### src/bab_pkg.sv
package bab_pkg;

	// ****************************************
	// Register map and field layout
	// ****************************************
	localparam int BAB_PADDR_W = 12;
	localparam logic [11:0] BAB_OFS_CTRL = 12'h000;
	localparam logic [11:0] BAB_OFS_STAT = 12'h004;
	localparam logic [11:0] BAB_OFS_ADDR = 12'h008;
	localparam logic [11:0] BAB_OFS_DATA = 12'h00c;
	localparam int BAB_CTRL_UNMASK = 7;
	localparam int BAB_CTRL_CSEL_HI = 6;
	localparam int BAB_CTRL_CSEL_LO = 5;
	localparam int BAB_CTRL_ACMP_HI = 4;
	localparam int BAB_CTRL_ACMP_LO = 2;
	localparam int BAB_CTRL_DCMP_HI = 1;
	localparam int BAB_CTRL_DCMP_LO = 0;
	localparam int BAB_STAT_FLAG = 7;
	localparam int BAB_STAT_IE = 6;

	// ****************************************
	// Reset values
	// ****************************************
	localparam logic [7:0] BAB_CTRL_RST = 8'h80;
	localparam logic [5:0] BAB_STAT_RSV = 6'h3f;
	localparam logic [15:0] BAB_ADDR_RST = 16'hffff;

	// ****************************************
	// Condition codes
	// ****************************************
	localparam logic [1:0] BAB_CSEL_EXEC = 2'h0;
	localparam logic [1:0] BAB_CSEL_READ = 2'h1;
	localparam logic [1:0] BAB_CSEL_WRITE = 2'h2;
	localparam logic [1:0] BAB_CSEL_RDWR = 2'h3;
	localparam logic [2:0] BAB_ACMP_16 = 3'h0;
	localparam logic [2:0] BAB_ACMP_12 = 3'h1;
	localparam logic [2:0] BAB_ACMP_8 = 3'h2;
	localparam logic [2:0] BAB_ACMP_4 = 3'h3;
	localparam logic [1:0] BAB_DCMP_NONE = 2'h0;
	localparam logic [1:0] BAB_DCMP_LOW = 2'h1;
	localparam logic [1:0] BAB_DCMP_HIGH = 2'h2;
	localparam logic [1:0] BAB_DCMP_WORD = 2'h3;

	// CPU bus cycle kinds
	localparam logic [1:0] BAB_KIND_FETCH = 2'h0;
	localparam logic [1:0] BAB_KIND_READ = 2'h1;
	localparam logic [1:0] BAB_KIND_WRITE = 2'h2;

	// One CPU bus cycle as seen by the comparator
	typedef struct packed {
		logic valid;
		logic [1:0] kind;
		logic is_word;
		logic io8;
		logic [15:0] addr;
		logic [15:0] data;
	} bab_cpu_bus_t;

	// Mask of address bits that take part in the compare
	function automatic logic [15:0] bab_addr_mask(input logic [2:0] acmp);
		case (acmp)
			BAB_ACMP_16: bab_addr_mask = 16'hffff;
			BAB_ACMP_12: bab_addr_mask = 16'hfff0;
			BAB_ACMP_8: bab_addr_mask = 16'hff00;
			BAB_ACMP_4: bab_addr_mask = 16'hf000;
			default: bab_addr_mask = 16'h0000;
		endcase
	endfunction

endpackage

### src/bab_addr_cmp.sv
`timescale 1ns/10ps
module bab_addr_cmp import bab_pkg::*; (
	input wire logic [15:0] brk_addr_i,
	input wire logic [15:0] bus_addr_i,
	input wire logic [2:0] acmp_i,
	output logic match_o
);

	// Reserved widths never match
	logic reserved;
	logic [15:0] mask;
	assign reserved = acmp_i[2];
	assign mask = bab_addr_mask(acmp_i);
	assign match_o = !reserved && (((brk_addr_i ^ bus_addr_i) & mask) == 16'h0000);

endmodule

### src/bab_data_cmp.sv
`timescale 1ns/10ps
module bab_data_cmp import bab_pkg::*; (
	input wire logic [15:0] brk_data_i,
	input wire bab_cpu_bus_t bus_i,
	input wire logic [1:0] dcmp_i,
	output logic match_o
);

	// Lane validity per access size and address
	logic wide_word;
	logic hi_valid;
	logic lo_valid;
	logic hi_eq;
	logic lo_eq;
	assign wide_word = bus_i.is_word && !bus_i.io8;
	assign hi_valid = !(wide_word && bus_i.addr[0]);
	assign lo_valid = wide_word;
	assign hi_eq = hi_valid && (bus_i.data[15:8] == brk_data_i[15:8]);
	assign lo_eq = lo_valid && (bus_i.data[7:0] == brk_data_i[7:0]);

	// Data qualification select
	assign match_o = (dcmp_i == BAB_DCMP_NONE) ||
		((dcmp_i == BAB_DCMP_LOW) && lo_eq) ||
		((dcmp_i == BAB_DCMP_HIGH) && hi_eq) ||
		((dcmp_i == BAB_DCMP_WORD) && hi_eq && lo_eq);

endmodule

### src/bab_top.sv
// The APB interface to the registers and the register addresses were decided locally.
`timescale 1ns/10ps
module bab_top import bab_pkg::*; (
	input wire logic CLK_I,
	input wire logic ARST_N_I,
	input wire logic PSEL_I,
	input wire logic PENABLE_I,
	input wire logic PWRITE_I,
	input wire logic [BAB_PADDR_W-1:0] PADDR_I,
	input wire logic [31:0] PWDATA_I,
	input wire logic [3:0] PSTRB_I,
	output logic [31:0] PRDATA_O,
	output logic PREADY_O,
	output logic PSLVERR_O,
	input wire bab_cpu_bus_t BUS_I,
	input wire logic RTE_DONE_I,
	input wire logic INSTR_DONE_I,
	output logic IRQ_O,
	output logic RTE_HOLD_O
);

	// ****************************************
	// Storage
	// ****************************************
	logic [7:0] ctrl_reg;
	logic [7:0] ctrl_next;
	logic flag_reg;
	logic flag_next;
	logic ie_reg;
	logic ie_next;
	logic armed_reg;
	logic armed_next;
	logic [15:0] addr_reg;
	logic [15:0] addr_next;
	logic [15:0] data_reg;
	logic [15:0] data_next;
	logic [31:0] prdata_reg;
	logic [31:0] prdata_next;

	// Return-hold state
	typedef enum logic {BAB_RUN, BAB_HOLD} bab_hold_t;
	bab_hold_t hold_reg;
	bab_hold_t hold_next;

	// ****************************************
	// Field views
	// ****************************************
	logic unmask;
	logic [1:0] csel;
	logic [2:0] acmp;
	logic [1:0] dcmp;
	assign unmask = ctrl_reg[BAB_CTRL_UNMASK];
	assign csel = ctrl_reg[BAB_CTRL_CSEL_HI:BAB_CTRL_CSEL_LO];
	assign acmp = ctrl_reg[BAB_CTRL_ACMP_HI:BAB_CTRL_ACMP_LO];
	assign dcmp = ctrl_reg[BAB_CTRL_DCMP_HI:BAB_CTRL_DCMP_LO];

	// ****************************************
	// APB decode
	// ****************************************
	logic setup;
	logic access;
	logic sel_ctrl;
	logic sel_stat;
	logic sel_addr;
	logic sel_data;
	logic mapped;
	logic wr;
	logic rd_setup;
	logic rd_access;

	// Address decode and phase qualifiers
	assign setup = PSEL_I && !PENABLE_I;
	assign access = PSEL_I && PENABLE_I;
	assign sel_ctrl = (PADDR_I == BAB_OFS_CTRL);
	assign sel_stat = (PADDR_I == BAB_OFS_STAT);
	assign sel_addr = (PADDR_I == BAB_OFS_ADDR);
	assign sel_data = (PADDR_I == BAB_OFS_DATA);
	assign mapped = sel_ctrl || sel_stat || sel_addr || sel_data;
	assign wr = access && PWRITE_I && mapped;
	assign rd_setup = setup && !PWRITE_I;
	assign rd_access = access && !PWRITE_I;

	// Zero wait states, error on unmapped address
	assign PREADY_O = 1'b1;
	assign PSLVERR_O = access && !mapped;
	assign PRDATA_O = prdata_reg;

	// ****************************************
	// Break detection
	// ****************************************
	logic addr_hit;
	logic data_hit;
	logic kind_hit;
	logic break_hit;

	bab_addr_cmp u_addr_cmp (
		.brk_addr_i(addr_reg),
		.bus_addr_i(BUS_I.addr),
		.acmp_i(acmp),
		.match_o(addr_hit)
	);

	bab_data_cmp u_data_cmp (
		.brk_data_i(data_reg),
		.bus_i(BUS_I),
		.dcmp_i(dcmp),
		.match_o(data_hit)
	);

	// Cycle type qualification
	assign kind_hit = ((csel == BAB_CSEL_EXEC) && (BUS_I.kind == BAB_KIND_FETCH)) ||
		((csel == BAB_CSEL_READ) && (BUS_I.kind == BAB_KIND_READ)) ||
		((csel == BAB_CSEL_WRITE) && (BUS_I.kind == BAB_KIND_WRITE)) ||
		((csel == BAB_CSEL_RDWR) && ((BUS_I.kind == BAB_KIND_READ) ||
		(BUS_I.kind == BAB_KIND_WRITE)));
	assign break_hit = BUS_I.valid && kind_hit && addr_hit && data_hit;

	// ****************************************
	// Flag clear handshake
	// ****************************************
	logic stat_wr;
	logic clear_ok;
	logic stat_rd_set;

	// Zero write after a read that saw the flag set
	assign stat_wr = wr && sel_stat && PSTRB_I[0];
	assign clear_ok = stat_wr && !PWDATA_I[BAB_STAT_FLAG] && armed_reg;
	assign stat_rd_set = rd_access && sel_stat && flag_reg;

	// Flag, set wins over clear
	assign flag_next = break_hit ? 1'b1 : (clear_ok ? 1'b0 : flag_reg);
	assign armed_next = stat_rd_set ? 1'b1 : (stat_wr ? 1'b0 : armed_reg);
	assign ie_next = stat_wr ? PWDATA_I[BAB_STAT_IE] : ie_reg;

	// ****************************************
	// Register writes
	// ****************************************
	assign ctrl_next = (wr && sel_ctrl && PSTRB_I[0]) ? PWDATA_I[7:0] : ctrl_reg;
	assign addr_next[7:0] = (wr && sel_addr && PSTRB_I[0]) ? PWDATA_I[7:0] : addr_reg[7:0];
	assign addr_next[15:8] = (wr && sel_addr && PSTRB_I[1]) ? PWDATA_I[15:8] : addr_reg[15:8];
	assign data_next[7:0] = (wr && sel_data && PSTRB_I[0]) ? PWDATA_I[7:0] : data_reg[7:0];
	assign data_next[15:8] = (wr && sel_data && PSTRB_I[1]) ? PWDATA_I[15:8] : data_reg[15:8];

	// Read mux, captured in setup phase
	always_comb begin
		prdata_next = prdata_reg;
		if (rd_setup) begin
			if (sel_ctrl) begin
				prdata_next = {24'h000000, ctrl_reg};
			end else if (sel_stat) begin
				prdata_next = {24'h000000, flag_reg, ie_reg, BAB_STAT_RSV};
			end else if (sel_addr) begin
				prdata_next = {16'h0000, addr_reg};
			end else if (sel_data) begin
				prdata_next = {16'h0000, data_reg};
			end else begin
				prdata_next = 32'h00000000;
			end
		end
	end

	// ****************************************
	// Return hold sequencing
	// ****************************************
	always_comb begin
		hold_next = hold_reg;
		case (hold_reg)
			BAB_RUN: begin
				if (RTE_DONE_I && !unmask) begin
					hold_next = BAB_HOLD;
				end
			end
			BAB_HOLD: begin
				if (INSTR_DONE_I) begin
					hold_next = BAB_RUN;
				end
			end
			default: hold_next = BAB_RUN;
		endcase
	end

	// Hold applies only while the unmask bit is clear
	assign RTE_HOLD_O = (hold_reg == BAB_HOLD) && !unmask;

	// Request not gated by any CPU mask bit
	assign IRQ_O = flag_reg && ie_reg;

	// ****************************************
	// Flip-flops
	// ****************************************
	// Control state with reset
	always_ff @(posedge CLK_I or negedge ARST_N_I) begin
		if (!ARST_N_I) begin
			ctrl_reg <= BAB_CTRL_RST;
			flag_reg <= 1'b0;
			ie_reg <= 1'b0;
			armed_reg <= 1'b0;
			addr_reg <= BAB_ADDR_RST;
			prdata_reg <= 32'h00000000;
			hold_reg <= BAB_RUN;
		end else begin
			ctrl_reg <= ctrl_next;
			flag_reg <= flag_next;
			ie_reg <= ie_next;
			armed_reg <= armed_next;
			addr_reg <= addr_next;
			prdata_reg <= prdata_next;
			hold_reg <= hold_next;
		end
	end

	// Break data, no reset value
	always_ff @(posedge CLK_I) begin
		data_reg <= data_next;
	end
endmodule

### config.mk
export PLATFORM = sky130hd
export DESIGN_NAME = bab_top
export DESIGN_NICKNAME = d
export VERILOG_FILES = /design/src/bab_pkg.sv /design/src/bab_addr_cmp.sv /design/src/bab_data_cmp.sv /design/src/bab_top.sv
export SDC_FILE = /design/constraint.sdc
export NUM_CORES = 1
export LEC_CHECK = 0
export ABC_CLOCK_PERIOD_IN_PS = 2300
export BUFFER_PORTS_ARGS = -buffer_cell sky130_fd_sc_hd__buf_2
export CORE_MARGIN = 10
export CORE_UTILIZATION = 52
export DETAILED_ROUTE_END_ITERATION = 6
export PLACE_DENSITY_LB_ADDON = 0.25
export RECOVER_POWER = 50
export SLEW_MARGIN = 40
export SYNTH_ARGS = -nofsm -noshare
export SYNTH_HDL_FRONTEND = slang
export SYNTH_SLANG_ARGS = --single-unit
### constraint.sdc
create_clock -name CLK_I -period 2.3 [get_ports CLK_I]
set_input_delay 0.46 -clock CLK_I [delete_from_list [all_inputs] [get_ports CLK_I]]
set_output_delay 0.46 -clock CLK_I [all_outputs]
set_load 0.1 [all_outputs]
==> impl_results.md <==
* Status: completed
* Core Footprint at approximately 0.006 mm²
* P_sw at 645 µW
* Max stage delay on crit path at 410 ps
* Slowest CP cell: nor4_1
* Post-route ant nets at 0
* Share of cells above drive strength 1 at 43.0%
* Final GP Congestion at 0.850
* Clk_lat worst skew at around 340 ps
* Mapped Area at 0.00311 mm²
* Sequential fraction of design power at approximately 44%
* Synth cell types at 35
* Peak supply drop at 393 µV
* Rel. slew slack at between 20% and 30%
* Mapped Cells at 258
* Worst hold slack at 297 ps
* Max-cap violations at 0
* Die Y at around 100 µm
* Num rows at 28
* Post-Route WL at slightly above 8 mm
* Vias in the first global route at approximately 2,500
* Pins over their slew limit at 0
* Vias per cell at 5.22
* H-tree depth at 3
* Fin. Hold Viols at 0
* Die Width at approximately 100 µm
* Clk pin slew, worst setup/hold paths at around 70 ps
* Power Density at roughly 650 mW/mm²
* Crit-path max FO at 3
* Total GRT Usage at between 10% and 20%
* Nets at approximately 460
* Global-route wire length before repair at between 10 and 15 mm
* Period utilization at roughly 96%
* Fin Clk Skew at around 11 ps
* Initial antenna violation count at 0
* Crit-path cells: buf_2, nor4_1, nand3_1, and3_2, buf_2
* Fill count at 490
* Syn Area/Cell at 12.1 µm²
* Synth Register Bits at 60
* CTS max path bufs at 2
* Total clock sinks at 60
* Total chip power at 2490 µW
* Kind of critical path: in -> out
* CTS Hold Bufs at 0
* Most common library cell in the layout ignoring fill and taps: buf_2
* Leak pwr at roughly 0.0018 µW
* Delay-heaviest family, CP: simple AND/OR/NAND/NOR gates
* Max Fclk at 452 MHz
* Clk root buf: clkbuf_8
* CP most frequent cell: buf_2
* Initial DRC count at 92
* DR vias at 2,298
* CP arrival at 1750 ps
* Resize count post-CTS at 0
* Crit end category: output port
* 1st-pass router iterations at 4
* GR Overflow Total at 0
* Int Power at around 1800 µW
* IO buf count at 92
* Post-DP HPWL at ~6.4 mm
* Most frequent cells in the layout: buf_2 (76), mux2_2 (31), dfrtp_1 (27)
* Sequential share of the synthesized area at 51.5%
* Final setup TNS at 0 ps
* Area Overhead vs Synth at 23.3%
* RSZ-0062 raised after global routing: no
* Final setup vio count at 0
* Largest net degree at the start of global routing at 45
* Total CTS buffers at 9
* Worst path required time at 1840 ps
* Starting density of the core at 53.1%
* Wirelength per Cell at around 18 µm
* # IOs at 128
* Tmin final at 2210 ps
* Critical Path Start Type: primary input
* # diodes at 0
* DR DRC count at 0
* Switching power share of the total at 25.9%
* Crit path buffers/inverters at 2
* Post-CTS setup buffers at 0
* Core Util, Final at 65.5%
* Combinational share of power at 12.9%
* Min-Delay Path Class: in -> reg
* Yosys warns at 0
* TritonCTS clock tree: done
* Clk pwr share at 42.9%
* Slew at the pin closest to its max-slew limit at between 1000 and 1500 ps
* DIE AREA at roughly 0.0095 mm²
area by class of cell:
type                    count  area [µm²]  share of cell area [%]
multi-input cells         182        1380                    36.0
inverters                   5        18.8                   0.489
clock inverters             4        72.6                    1.89
clock buffers              12         155                    4.05
well taps                  75        93.8                    2.45
repair buffers            102         513                    13.4
flip-flops and latches     60        1600                    41.8
final timing paths:
kind	start	endpoint	slack [ps]	cells after the start
setup / recovery	PADDR_I[7]	PSLVERR_O	90	5
hold / removal	INSTR_DONE_I	hold_reg	300	2
setup reg to reg	data_reg[7]	flag_reg	520	5
hold reg to reg	PRDATA_O[13]	PRDATA_O[13]	480	2
max in group asynchronous	ARST_N_I	ctrl_reg[3]	1220	2
min in group asynchronous	ARST_N_I	PRDATA_O[11]	400	2
power groups by stage:
stage | combinational (µW) | sequential, µW | clock, µW
global route | 340 | 1100 | 1130
finish | 320 | 1100 | 1070
floorplan | 234 | 1120 | 0
global placement | 318 | 1120 | 0
CTS | 322 | 1100 | 1080
detailed placement | 322 | 1120 | 0
metrics by stage:
step                      std cells  worst slack [ps]  cell area (µm²)
after floorplan                 273               167             3170
after global placement          424              98.0             3630
after detailed placement        424              76.2             3630
after CTS                       440              73.7             3860
after global routing            440              24.8             3830
final                           440              89.0             3830
routing by layer:
metal  GRT usage [%]  share of wire [%]  vias to the layer above
met4            7.61                1.7                        0
met2            27.6                 48                       88
met5               0                  0                        -
met1            20.1                 42                     1097
li1                -                  -                     1100
met3            5.62                7.6                       13
cell families after synthesis:
| kind of cell | count (synthesis) | synth area share (%) |
|---|---|---|
| and+or+nand+nor | 59 | 9.98 |
| xor gates and xnor gates | 32 | 9.01 |
| buffers and inverters | 31 | 5.92 |
| AOI/OAI and AO/OA | 29 | 6.12 |
| muxes | 42 | 16.0 |
| other | 2 | 0.242 |
| adders and majority gates | 3 | 1.21 |
| DFF | 60 | 51.5 |
synthesized netlist by cell type (all sizes together):
cell,n,area (µm²)
a21oi,3,15.0
a311oi,1,8.76
a32o,2,20.0
a41o,1,10.0
and2,1,6.26
and3,2,15.0
buf,20,143
clkbuf,6,22.5
conb,2,7.51
dfrtp,27,676
dfstp,17,447
edfxtp,16,480
ha,3,37.5
inv,5,18.8
mux2,31,349
mux2i,8,80.1
mux4,3,67.6
nand2,21,78.8
nand3,7,35.0
nand3b,1,7.51
nand4,6,37.5
nand4b,1,8.76
nor2,10,42.5
nor2b,1,6.26
nor3,1,5.00
nor4,7,58.8
o21ai,15,75.1
o221ai,6,52.6
o41ai,1,8.76
or3b,1,8.76
xnor2,11,96.3
xor2,21,184
(Power assumes the default switching activity.)
